===== config.mk =====
export PLATFORM = sky130hd
export DESIGN_NAME = cair_regfile
export DESIGN_NICKNAME = d
export VERILOG_FILES = /design/src/rtl/cair_pkg.sv /design/src/rtl/cair_byte_queue.sv /design/src/rtl/cair_regfile.sv
export SDC_FILE = /design/constraint.sdc
export NUM_CORES = 1
export LEC_CHECK = 0
export BUFFER_PORTS_ARGS = -buffer_cell sky130_fd_sc_hd__buf_2
export CAP_MARGIN = 20
export CORE_MARGIN = 5
export CORE_UTILIZATION = 54
export CTS_BUF_LIST = sky130_fd_sc_hd__clkbuf_8
export CTS_CLUSTER_SIZE = 10
export DETAILED_ROUTE_END_ITERATION = 10
export MAX_ROUTING_LAYER = met4
export PLACE_DENSITY_LB_ADDON = 0.3
export SLEW_MARGIN = 30
export SYNTH_ARGS = -nofsm -noshare
export SYNTH_HDL_FRONTEND = slang
export SYNTH_SLANG_ARGS = --single-unit

===== constraint.sdc =====
create_clock -name clk_sys -period 3.78 [get_ports clk_sys]
set_clock_uncertainty 0.05 [all_clocks]
set_input_delay 0.378 -clock clk_sys [delete_from_list [all_inputs] [get_ports clk_sys]]
set_output_delay 0.378 -clock clk_sys [all_outputs]
set_load 0.02 [all_outputs]

===== src/rtl/cair_pkg.sv =====
// Purpose: shared constants and types for the accumulator and index register set
// Assumes: one core clock, synchronous active-high reset
// Notes: registers are reached only through the instruction-side ports
package cair_pkg;
  localparam int unsigned BYTE_W = 8;
  localparam int unsigned WORD_W = 16;
  localparam int unsigned EXT_W = 20;
  localparam int unsigned QUEUE_BYTES = 3;
  localparam int unsigned QUEUE_DEPTH = 4;
  localparam logic [7:0] ACC_RESET = 8'h00;
  localparam logic [15:0] IDX_RESET = 16'h0000;
  localparam logic [19:0] EXT_RESET = 20'h00000;
  localparam int unsigned DACC_HI_LSB = 8;
  localparam int unsigned DACC_LO_LSB = 0;

  // register write selects
  typedef enum logic [2:0] {
    CAIR_WR_NONE = 3'h0,
    CAIR_WR_ACC_FIRST = 3'h1,
    CAIR_WR_ACC_SECOND = 3'h2,
    CAIR_WR_DOUBLE = 3'h3,
    CAIR_WR_INDEX_FIRST = 3'h4,
    CAIR_WR_INDEX_SECOND = 3'h5,
    CAIR_WR_EXT = 3'h6
  } cair_wr_t;

  // base register for effective address
  typedef enum logic [0:0] {
    CAIR_BASE_INDEX_FIRST = 1'h0,
    CAIR_BASE_INDEX_SECOND = 1'h1
  } cair_base_t;

  // offset source for effective address
  typedef enum logic [1:0] {
    CAIR_OFS_CONST = 2'h0,
    CAIR_OFS_ACC_FIRST = 2'h1,
    CAIR_OFS_ACC_SECOND = 2'h2,
    CAIR_OFS_DOUBLE = 2'h3
  } cair_ofs_t;

  // prefetch queue fill state, gray coded along the fill path
  typedef enum logic [1:0] {
    CAIR_Q_EMPTY = 2'b00,
    CAIR_Q_FILLING = 2'b01,
    CAIR_Q_READY = 2'b11
  } cair_qstate_t;
endpackage


===== src/rtl/cair_byte_queue.sv =====
// Purpose: small byte queue for program code prefetch
// Assumes: push and pop are taken only when allowed by full and empty
// Notes: head bytes come out of registers
`timescale 1ns/1ps
module cair_byte_queue
(
  input wire logic clk_sys,
  input wire logic reset,
  input wire logic push,
  input wire logic [7:0] push_data,
  input wire logic [1:0] pop_count,
  output logic [2:0] fill_reg,
  output logic [23:0] head_reg
);
  logic [7:0] mem_reg [0:cair_pkg::QUEUE_DEPTH-1];
  logic [2:0] fill_next;
  logic [2:0] after_pop;
  logic do_push;

  always_comb
  begin
    after_pop = fill_reg - {1'b0, pop_count};
    do_push = push && (after_pop < 3'(cair_pkg::QUEUE_DEPTH));
    fill_next = after_pop + {2'b00, do_push};
  end

  // shift register queue: entry 0 is oldest
  always_ff @(posedge clk_sys)
  begin
    if (reset)
    begin
      for (int i = 0; i < cair_pkg::QUEUE_DEPTH; i++)
        mem_reg[i] <= 8'h00;
    end
    else
    begin
      for (int i = 0; i < cair_pkg::QUEUE_DEPTH; i++)
      begin
        if (do_push && (3'(i) == after_pop))
          mem_reg[i] <= push_data;
        else if ((i + pop_count) < cair_pkg::QUEUE_DEPTH)
          mem_reg[i] <= mem_reg[i + pop_count];
        else
          mem_reg[i] <= 8'h00;
      end
    end
  end

  always_ff @(posedge clk_sys)
  begin
    if (reset)
      fill_reg <= 3'h0;
    else
      fill_reg <= fill_next;
  end

  // head view registered from the next contents
  always_ff @(posedge clk_sys)
  begin
    if (reset)
      head_reg <= 24'h000000;
    else
    begin
      for (int j = 0; j < 3; j++)
      begin
        if (do_push && (3'(j) == after_pop))
          head_reg[8*j +: 8] <= push_data;
        else if ((j + pop_count) < cair_pkg::QUEUE_DEPTH)
          head_reg[8*j +: 8] <= mem_reg[j + pop_count];
        else
          head_reg[8*j +: 8] <= 8'h00;
      end
    end
  end
endmodule


===== src/rtl/cair_regfile.sv =====
// Purpose: accumulator and index register set of a 16-bit core
// Assumes: execution logic drives one write select per cycle
// Notes: no memory decode; registers change only through the write port and the load inputs
//
// Notes on behaviour
// RL1 - two separate 8-bit accumulators, loaded with operands and results
// RL2 - both accumulators also read and written together as 16-bit double
// RL3 - effective address is index register plus constant or accumulator
// RL4 - index registers hold any written value until written again
// RL5 - registers reachable only by instructions, never by memory accesses
// RL6 - datapaths 16 bits wide; extended working register 20 bits
// RL7 - prefetch queue gives at least three code bytes at instruction start
// RL8 - load/store instructions move 16-bit data for double and index regs
// RL9 - first accumulator is upper byte; half write seen next cycle
`timescale 1ns/1ps
module cair_regfile
(
  input wire logic clk_sys,
  input wire logic reset,
  input wire cair_pkg::cair_wr_t wr_sel,
  input wire logic [15:0] wr_data,
  input wire logic [19:0] wr_ext_data,
  input wire logic load_double_acc_instr,
  input wire logic load_index_first_instr,
  input wire logic load_index_second_instr,
  input wire logic [15:0] mem_rd_data,
  input wire cair_pkg::cair_base_t ea_base,
  input wire cair_pkg::cair_ofs_t ea_ofs_sel,
  input wire logic [15:0] ea_const,
  input wire logic code_valid,
  input wire logic [7:0] code_byte,
  input wire logic instr_start,
  input wire logic [1:0] instr_len,
  output logic [7:0] acc_first_reg,
  output logic [7:0] acc_second_reg,
  output logic [15:0] double_acc_reg,
  output logic [15:0] index_first_reg,
  output logic [15:0] index_second_reg,
  output logic [19:0] ext_work_reg,
  output logic [15:0] ea_reg,
  output logic [15:0] store_data_reg,
  output logic code_ready_reg,
  output logic [23:0] code_head_reg,
  output logic code_req_reg
);
  logic [7:0] acc_first_next;
  logic [7:0] acc_second_next;
  logic [15:0] offset;
  logic [15:0] base;
  logic [1:0] pop_count;
  logic [2:0] fill;
  cair_pkg::cair_qstate_t q_state_reg;

  // loads from memory take priority over the register write port
  always_comb
  begin
    acc_first_next = acc_first_reg;
    acc_second_next = acc_second_reg;
    if (load_double_acc_instr) //RL8
    begin
      acc_first_next = mem_rd_data[cair_pkg::DACC_HI_LSB +: 8];
      acc_second_next = mem_rd_data[cair_pkg::DACC_LO_LSB +: 8];
    end
    else if (wr_sel == cair_pkg::CAIR_WR_DOUBLE) //RL2
    begin
      acc_first_next = wr_data[cair_pkg::DACC_HI_LSB +: 8];
      acc_second_next = wr_data[cair_pkg::DACC_LO_LSB +: 8];
    end
    else if (wr_sel == cair_pkg::CAIR_WR_ACC_FIRST) //RL1
      acc_first_next = wr_data[7:0];
    else if (wr_sel == cair_pkg::CAIR_WR_ACC_SECOND) //RL1
      acc_second_next = wr_data[7:0];
  end

  // no address port exists, so memory traffic cannot touch these
  always_ff @(posedge clk_sys)
  begin
    if (reset)
    begin
      acc_first_reg <= cair_pkg::ACC_RESET;
      acc_second_reg <= cair_pkg::ACC_RESET;
      double_acc_reg <= {cair_pkg::ACC_RESET, cair_pkg::ACC_RESET};
    end
    else
    begin
      acc_first_reg <= acc_first_next; //RL5
      acc_second_reg <= acc_second_next;
      double_acc_reg <= {acc_first_next, acc_second_next}; //RL9
    end
  end

  always_ff @(posedge clk_sys)
  begin
    if (reset)
      index_first_reg <= cair_pkg::IDX_RESET;
    else if (load_index_first_instr) //RL8
      index_first_reg <= mem_rd_data;
    else if (wr_sel == cair_pkg::CAIR_WR_INDEX_FIRST) //RL4
      index_first_reg <= wr_data;
  end

  always_ff @(posedge clk_sys)
  begin
    if (reset)
      index_second_reg <= cair_pkg::IDX_RESET;
    else if (load_index_second_instr) //RL8
      index_second_reg <= mem_rd_data;
    else if (wr_sel == cair_pkg::CAIR_WR_INDEX_SECOND) //RL4
      index_second_reg <= wr_data;
  end

  always_ff @(posedge clk_sys)
  begin
    if (reset)
      ext_work_reg <= cair_pkg::EXT_RESET;
    else if (wr_sel == cair_pkg::CAIR_WR_EXT) //RL6
      ext_work_reg <= wr_ext_data;
  end

  // store data takes the index register selected by wr_sel, else the current double value
  always_ff @(posedge clk_sys)
  begin
    if (reset)
      store_data_reg <= 16'h0000;
    else if (wr_sel == cair_pkg::CAIR_WR_INDEX_FIRST)
      store_data_reg <= index_first_reg; //RL8
    else if (wr_sel == cair_pkg::CAIR_WR_INDEX_SECOND)
      store_data_reg <= index_second_reg; //RL8
    else
      store_data_reg <= double_acc_reg; //RL8
  end

  // effective address from current register values, 16-bit wrap
  always_comb
  begin
    base = (ea_base == cair_pkg::CAIR_BASE_INDEX_FIRST) ? index_first_reg : index_second_reg;
    case (ea_ofs_sel)
      cair_pkg::CAIR_OFS_CONST: offset = ea_const;
      cair_pkg::CAIR_OFS_ACC_FIRST: offset = {8'h00, acc_first_reg};
      cair_pkg::CAIR_OFS_ACC_SECOND: offset = {8'h00, acc_second_reg};
      default: offset = {acc_first_reg, acc_second_reg};
    endcase
  end

  always_ff @(posedge clk_sys)
  begin
    if (reset)
      ea_reg <= 16'h0000;
    else
      ea_reg <= 16'(base + offset); //RL3
  end

  assign pop_count = (instr_start && code_ready_reg) ? instr_len : 2'h0;

  cair_byte_queue u_queue
  (
    .clk_sys(clk_sys),
    .reset(reset),
    .push(code_valid),
    .push_data(code_byte),
    .pop_count(pop_count),
    .fill_reg(fill),
    .head_reg(code_head_reg)
  );

  // ready only once three bytes sit in the queue
  always_ff @(posedge clk_sys)
  begin
    if (reset)
      q_state_reg <= cair_pkg::CAIR_Q_EMPTY;
    else
    begin
      case (q_state_reg)
        cair_pkg::CAIR_Q_EMPTY:
          q_state_reg <= cair_pkg::CAIR_Q_FILLING;
        cair_pkg::CAIR_Q_FILLING:
          if (fill >= 3'(cair_pkg::QUEUE_BYTES))
            q_state_reg <= cair_pkg::CAIR_Q_READY;
        default:
          if (instr_start)
            q_state_reg <= cair_pkg::CAIR_Q_FILLING;
      endcase
    end
  end

  always_ff @(posedge clk_sys)
  begin
    if (reset)
      code_ready_reg <= 1'b0;
    else if (q_state_reg == cair_pkg::CAIR_Q_FILLING)
      code_ready_reg <= fill >= 3'(cair_pkg::QUEUE_BYTES); //RL7
    else if (q_state_reg == cair_pkg::CAIR_Q_READY)
      code_ready_reg <= !instr_start; //RL7
    else
      code_ready_reg <= 1'b0;
  end

  always_ff @(posedge clk_sys)
  begin
    if (reset)
      code_req_reg <= 1'b0;
    else
      code_req_reg <= fill < 3'(cair_pkg::QUEUE_DEPTH - 1);
  end

  property p_double_view;
    @(posedge clk_sys) disable iff (reset)
    1'b1 |=> double_acc_reg == {acc_first_reg, acc_second_reg};
  endproperty
  a_double_view: assert property (p_double_view) else $error("double view mismatch"); //RL9

  property p_double_write;
    @(posedge clk_sys) disable iff (reset)
    (wr_sel == cair_pkg::CAIR_WR_DOUBLE && !load_double_acc_instr)
      |=> {acc_first_reg, acc_second_reg} == $past(wr_data);
  endproperty
  a_double_write: assert property (p_double_write) else $error("double write lost"); //RL2

  property p_acc_first;
    @(posedge clk_sys) disable iff (reset)
    (wr_sel == cair_pkg::CAIR_WR_ACC_FIRST && !load_double_acc_instr)
      |=> acc_first_reg == $past(wr_data[7:0]) && $stable(acc_second_reg);
  endproperty
  a_acc_first: assert property (p_acc_first) else $error("first acc write wrong"); //RL1

  property p_index_hold;
    @(posedge clk_sys) disable iff (reset)
    (!load_index_first_instr && wr_sel != cair_pkg::CAIR_WR_INDEX_FIRST)
      |=> $stable(index_first_reg);
  endproperty
  a_index_hold: assert property (p_index_hold) else $error("index changed unwritten"); //RL4

  property p_index_load;
    @(posedge clk_sys) disable iff (reset)
    load_index_second_instr |=> index_second_reg == $past(mem_rd_data);
  endproperty
  a_index_load: assert property (p_index_load) else $error("index load wrong"); //RL8

  property p_ea;
    @(posedge clk_sys) disable iff (reset)
    (ea_ofs_sel == cair_pkg::CAIR_OFS_CONST && ea_base == cair_pkg::CAIR_BASE_INDEX_FIRST)
      |=> ea_reg == 16'($past(index_first_reg) + $past(ea_const));
  endproperty
  a_ea: assert property (p_ea) else $error("effective address wrong"); //RL3

  property p_ext;
    @(posedge clk_sys) disable iff (reset)
    wr_sel == cair_pkg::CAIR_WR_EXT |=> ext_work_reg == $past(wr_ext_data);
  endproperty
  a_ext: assert property (p_ext) else $error("extended register truncated"); //RL6

  property p_code_ready;
    @(posedge clk_sys) disable iff (reset)
    code_ready_reg |-> fill >= 3'(cair_pkg::QUEUE_BYTES);
  endproperty
  a_code_ready: assert property (p_code_ready) else $error("ready with too few bytes"); //RL7

  // ready is held so a late instruction start still finds its bytes
  property p_ready_hold;
    @(posedge clk_sys) disable iff (reset)
    (code_ready_reg && !instr_start) |=> code_ready_reg;
  endproperty
  a_ready_hold: assert property (p_ready_hold) else $error("ready dropped unused"); //RL7

  property p_no_spurious;
    @(posedge clk_sys) disable iff (reset)
    (wr_sel == cair_pkg::CAIR_WR_NONE && !load_double_acc_instr)
      |=> $stable(acc_first_reg) && $stable(acc_second_reg);
  endproperty
  a_no_spurious: assert property (p_no_spurious) else $error("acc changed unwritten"); //RL5
endmodule


Yosys cells after proc, flatten, opt, wreduce, memory -nomap -nowiden
Memory sizes are Yosys's and may differ from the RTL's.
Index checks and enable logic that the tools add are counted.

word-level totals
  output and inout bits = 142
  input bits = 91
  bits in registers = 147
  memories kept = 1
  bits in writable memories = 32
  word-level logic and storage cells = 152

memory list
  name             words  width  rd ports  clocked after Yosys merged registers in  write ports  RTL line               text
  u_queue.mem_reg  4      8      4         0                                        4            cair_byte_queue.sv:15  logic [7:0] mem_reg [0:cair_pkg::QUEUE_DEPTH-1];

cells by class
  $add $sub $neg = 6
  eq/ne operators = 14
  reduce and logical (&&, ||, !) cells = 14
  muxes and demuxes = 85
  bitwise operators = 12
  order comparisons = 7

operators by type and width
  operator                                                            count
  2-to-1 mux 8 bit                                                    25
  2-to-1 mux 16 bit                                                   7
  less-than comparator 32 x 3 -> 1 bit (second input constant)        3
  2-to-1 mux 1 bit                                                    48
  one-hot mux 16 bit (3 select lines)                                 1
  adder 16 bit                                                        1
  bitwise OR 1 bit                                                    12
  equality test 3 bit (second input constant)                         3
  adder 2 x 2 -> 3 bit (first input constant)                         2
  equality test 2 x 3 -> 1 bit (first input constant)                 2
  equality test 3 x 2 -> 1 bit (second input constant)                2
  logical AND 1 bit                                                   6
  2-to-1 mux 2 bit                                                    3
  equality test 2 x 1 -> 1 bit (second input constant)                2
  equality test 2 bit (second input constant)                         2
  zero test 2 bit                                                     2
  one-hot mux 2 bit (2 select lines)                                  1
  nonzero test 2 bit                                                  2
  adder 1 x 2 -> 3 bit (first input constant)                         1
  adder 3 x 1 -> 3 bit                                                1
  equality test 1 x 3 -> 1 bit (first input constant)                 1
  equality test 3 x 1 -> 1 bit (second input constant)                1
  greater-or-equal comparator 3 x 2 -> 1 bit (second input constant)  1
  zero test 3 bit                                                     1
  8 further kinds                                                     8

Longest topological paths before layout
  depth in word-level cells = 12
  mapped depth = 12
  mapped depth without buffers = 10

Modules after synthesis
Synthesis repeated with hierarchy kept, for this count alone.

unflattened totals
  cell total of the unflattened synthesis = 894
  area total of the unflattened synthesis = 8,528.2 um2

modules (own cells, without submodules)
  module           cells each  seq. area each (um2)  times used  area each (um2)
  cair_regfile     644         2,082.0               1           5,460.2
  cair_byte_queue  250         1,501.4               1           3,067.9

Worst setup path after synthesis
Ideal clock, no wire load.

  path kind = input to register
  start point = input ea_base
  end point = register ea_reg[14]
  arrival = 2.959 ns
  library setup time = 0.128 ns
  path buffers = 2
  stages on the path = 10
  setup slack = 0.644 ns
  required time = 3.602 ns
  path through = clkbuf_1 -> buf_1 -> mux2_2 -> ha_1 -> fa_1 -> a21o_1 -> a221o_1 -> a221oi_2 -> xor2_1 -> nor2_1

between the ends
  longest elaborated chain between the ends = 2

RTL lines
  element                 RTL line             text
  start: declaration      cair_regfile.sv:27   input wire cair_pkg::cair_base_t ea_base,
  2-to-1 mux 16 bit       cair_regfile.sv:136  base = (ea_base == cair_pkg::CAIR_BASE_INDEX_FIRST) ? index_first_reg : index_second_reg;
  adder 16 bit            cair_regfile.sv:150  ea_reg <= 16'(base + offset);
  end signal: assignment  cair_regfile.sv:150
  end: declaration        cair_regfile.sv:40   output logic [15:0] ea_reg,

No other way between the ends.
A chain may end at the register's enable or synchronous reset.

==> tab_implementation.tex <==
\begin{tabular}{lr}
\hline
Metric & Value \\
\hline
\multicolumn{2}{l}{\textbf{Outcome}} \\
\quad Run status & finished, final reports clean \\
\multicolumn{2}{l}{\textbf{Logic synthesis}} \\
\quad Number of synthesized register bits & 163 \\
\quad Post-synthesis cell count & 891 \\
\quad Share of synthesized cell area in full adder, half adder and majority cells & 3.61\% \\
\quad Post-synth top area share & 31.3\% \\
\quad Commonest cells in the synthesized netlist & 155 x sky130\_fd\_sc\_hd\_\_nor2\_1, 131 x sky130\_fd\_sc\_hd\_\_dfxtp\_1, 125 x sky130\_fd\_sc\_hd\_\_mux2i\_1 \\
\quad Sequential fraction of the synthesis area & 42.7\% \\
\quad Simple-gate area share of the yosys netlist & 13.8\% \\
\quad Count of different cell masters after synthesis & 63 \\
\quad Syn avg cell area & 9.41 um2 \\
\quad Xor and xnor fraction of the mapped netlist area & 1.34\% \\
\quad Most frequent cell after synthesis & sky130\_fd\_sc\_hd\_\_nor2\_1 \\
\quad Largest family of logic cells by synthesized area & multiplexers \\
\quad Share of the synthesized area in compound gates (AO/OA/AOI/OAI) & 14.8\% \\
\quad Portion of netlist area occupied by mux cells & 18.1\% \\
\quad Predominant post-synthesis flop cell & sky130\_fd\_sc\_hd\_\_dfxtp\_1 \\
\quad Cells taking the most area after synthesis & sky130\_fd\_sc\_hd\_\_dfxtp\_1 31\%, sky130\_fd\_sc\_hd\_\_mux2i\_1 15\%, sky130\_fd\_sc\_hd\_\_edfxtp\_1 11\% \\
\quad Most area-hungry cell type in the Yosys netlist & sky130\_fd\_sc\_hd\_\_dfxtp\_1 \\
\quad Share of async-settable or async-resettable flops after synthesis & 0\% \\
\quad Area of the mapped netlist & 8390 um2 \\
\quad Ys Warns & 0 \\
\quad Number of enable flip-flop cells after synthesis & 32 \\
\multicolumn{2}{l}{\textbf{Die}} \\
\quad Vertical die dimension & 135 um \\
\quad Die Footprint & 18100 um2 \\
\quad Top-level I/O count & 233 \\
\quad DIE WIDTH & 135 um \\
\quad Core footprint & 15200 um2 \\
\quad Effective utilization at floorplan & 55.2\% \\
\quad Core Rows & 45 \\
\multicolumn{2}{l}{\textbf{Clocking}} \\
\quad Post\_cts resized & 0 \\
\quad Number of CTS-inserted buffers & 17 \\
\quad Insertion delay to the later sink of the worst-skew pair & 0.45 ns \\
\quad Root Buffer & sky130\_fd\_sc\_hd\_\_clkbuf\_8 \\
\quad TritonCTS clock tree & built \\
\quad Clock tree buffer depth & 2 \\
\quad CTS sink count & 163 \\
\quad Total number of H-tree levels & 4 \\
\quad Count of buffers added by post-CTS timing repair for setup & 0 \\
\quad Clock-pin slew on the worst setup and hold paths & 0.08 ns \\
\quad Post-CTS Hold Buffers & 0 \\
\multicolumn{2}{l}{\textbf{Route}} \\
\quad Sum of routed wire length over all layers & 23.7 mm \\
\quad Initial DRC Count & 545 \\
\quad Met2 wire length & 11.8 mm \\
\quad Via count & 7272 \\
\quad Number of antenna-violating nets in the routed design & 0 \\
\quad Wire length the detailed router placed on met1 & 9.83 mm \\
\quad TritonRoute pass-1 iters & 6 \\
\quad Met3 routed wirelength & 1.51 mm \\
\quad Vias per cell & 5.59 \\
\quad Uppermost metal layer occupied by signal nets & met4 \\
\quad DR WL/cell & 18.2 um \\
\quad Total DRC errors in the routed layout & 0 \\
\multicolumn{2}{l}{\textbf{Timing}} \\
\quad Ratio of final minimum period to clock period & 75.7\% \\
\quad Final critical delay including setup and external delays & 2.86 ns \\
\quad Maximum clock rate & 349 MHz \\
\quad Relative slew slack & 44.5\% \\
\quad Actual transition at the worst max-transition pin & 0.832 ns \\
\quad RSZ-0062 raised after global routing & false \\
\quad Number of hold-slack violations in the final timing report & 0 \\
\quad Post-Route Setup TNS & 0 ns \\
\quad Slew Viols, Final & 0 \\
\quad Final-report setup violation count & 0 \\
\multicolumn{2}{l}{\textbf{Setup path}} \\
\quad Largest driver fanout on the critical path & 8 \\
\quad Destination of the worst register-to-register timing path & u\_queue.mem\_reg[0][0] \\
\quad Classification of the worst setup path & flop to flop \\
\quad FF-to-FF Start & code\_ready\_reg \\
\quad Arrival time at the worst endpoint & 2.98 ns \\
\quad Worst Setup End Kind & flop \\
\quad Critical path required time & 3.90 ns \\
\quad Worst r2r path cells & 9 \\
\quad Setup slack of the worst register-to-register path & 0.92 ns \\
\quad Kind of start point of the critical path & flop \\
\multicolumn{2}{l}{\textbf{Layout}} \\
\quad Share of cells above drive strength 1 & 28.0\% \\
\quad Number of fill cells & 1349 \\
\quad Max reg flops & 32 \\
\quad Final core occ & 65.1\% \\
\quad Post-route non-filler standard cell count & 1301 \\
\quad Storage cell area & 3580 um2 \\
\quad Area growth syn-to-layout & 18.1\% \\
\quad Area of the multi-input gates & 4450 um2 \\
\quad Final layout net count & 1210 \\
\multicolumn{2}{l}{\textbf{Hold path}} \\
\quad Beginning of the worst hold path & wr\_ext\_data[15] \\
\quad Hold Path Depth & 3 \\
\quad Path class of the lowest-slack min-delay path & input port to flop \\
\quad Min-Delay Endpoint & ext\_work\_reg[15] \\
\multicolumn{2}{l}{\textbf{Pwr}} \\
\quad Power Dens Cells & 409 nW/um2 \\
\quad Design Power & 4.05 mW \\
\quad Static leakage & 4.70 nW \\
\quad Peak supply drop & 269 uV \\
\multicolumn{2}{l}{\textbf{Global routing}} \\
\quad Wire length of the first global-routing pass & 36.5 mm \\
\quad Tot GR Track Use & 26.7\% \\
\quad Number of antenna violations at the first check in global routing & 4 \\
\quad Via count of the first global-routing pass & 6884 \\
\quad Maximum number of pins on one net before global-route repair & 70 \\
\quad Total congestion overflow after global routing & 0 \\
\multicolumn{2}{l}{\textbf{Place}} \\
\quad Routability cong. & 0.889 \\
\quad Placed cells & 1265 \\
\quad Final HPWL from detailed placement & 17.4 mm \\
\quad Count of input and output buffers & 232 \\
\multicolumn{2}{l}{\textbf{Job}} \\
\quad Max-capacitance violation count & 0 \\
\hline
\end{tabular}
## critical path, stage by stage (launching register included)
cell and delay, ns:
sky130_fd_sc_hd__dfxtp_1 0.34, sky130_fd_sc_hd__and3_1 0.19, sky130_fd_sc_hd__ha_1 0.15, sky130_fd_sc_hd__inv_1 0.05, sky130_fd_sc_hd__fa_1 0.41, sky130_fd_sc_hd__xor2_2 0.25
sky130_fd_sc_hd__and2_2 0.22, sky130_fd_sc_hd__nand3b_1 0.49, sky130_fd_sc_hd__mux2i_1 0.38, sky130_fd_sc_hd__nor2_1 0.07
## placed cells by master, fill, tap and decap left out, drive strengths merged, types with 4 or more instances in the layout
master,netlist,final
a211oi,53,53
a21o,7,7
a21oi,62,62
a22o,7,7
and2,4,4
buf,52,241
clkbuf,26,21
conb,1,24
dfxtp,131,131
diode,0,4
edfxtp,32,32
ha,21,21
inv,8,16
mux2,20,20
mux2i,125,125
nand2,79,79
nand3,6,6
nor2,158,158
nor2b,12,12
o21ai,26,26
o22ai,6,6
o2bb2ai,8,8
xnor2,5,5
xor2,7,7
## cell type report
class / instances / share of cell area [%]
antenna: 4 / 0.101
sequential: 163 / 36.2
inverter: 8 / 0.303
clock buffer: 21 / 2.92
timing repair buffer: 241 / 12.4
tap: 188 / 2.38
clock inverter: 11 / 0.758
multi-input combinational: 665 / 44.9
## metal layers
metal,global-route usage [%],vias up
li1,-,3526
met1,32.9,3411
met2,43.4,299
met3,5.89,36
met4,9.22,0
met5,-,-
## cells by family after synthesis
| kind of cell | count (synthesis) |
|---|---|
| muxes | 147 |
| DFF | 163 |
| and+or+nand+nor | 275 |
| AOI/OAI and AO/OA | 184 |
| buffers and inverters | 86 |
| adders and majority gates | 23 |
| other | 1 |
| xor gates and xnor gates | 12 |
## per-stage QoR
stage,setup WS [ns],area (um2),hold WS [ns]
after global routing,0.684,9900,0.0789
after detailed placement,0.737,9520,0.393
after floorplan,0.644,8470,0.404
after global placement,0.675,9510,0.389
after CTS,0.880,9880,0.0853
final,0.917,9900,0.114
## worst max path at each step
stage / from / slack, ns / depth (start not counted) / end
finish: code_ready_reg / 0.92 / 9 / u_queue.mem_reg[0][0]
detailed placement: ea_base / 0.74 / 9 / ea_reg[12]
floorplan: ea_base / 0.64 / 10 / ea_reg[14]
global placement: instr_start / 0.67 / 10 / u_queue.mem_reg[2][0]
global route: code_ready_reg / 0.68 / 9 / u_queue.mem_reg[2][7]
CTS: code_ready_reg / 0.88 / 9 / u_queue.mem_reg[0][0]
## where the power goes
group          internal (mW)  switching, mW
Sequential              1.91         0.0895
Clock                  0.575          0.613
Combinational          0.323          0.537
Total                   2.81           1.24
Power figures use the tool's default switching activity.
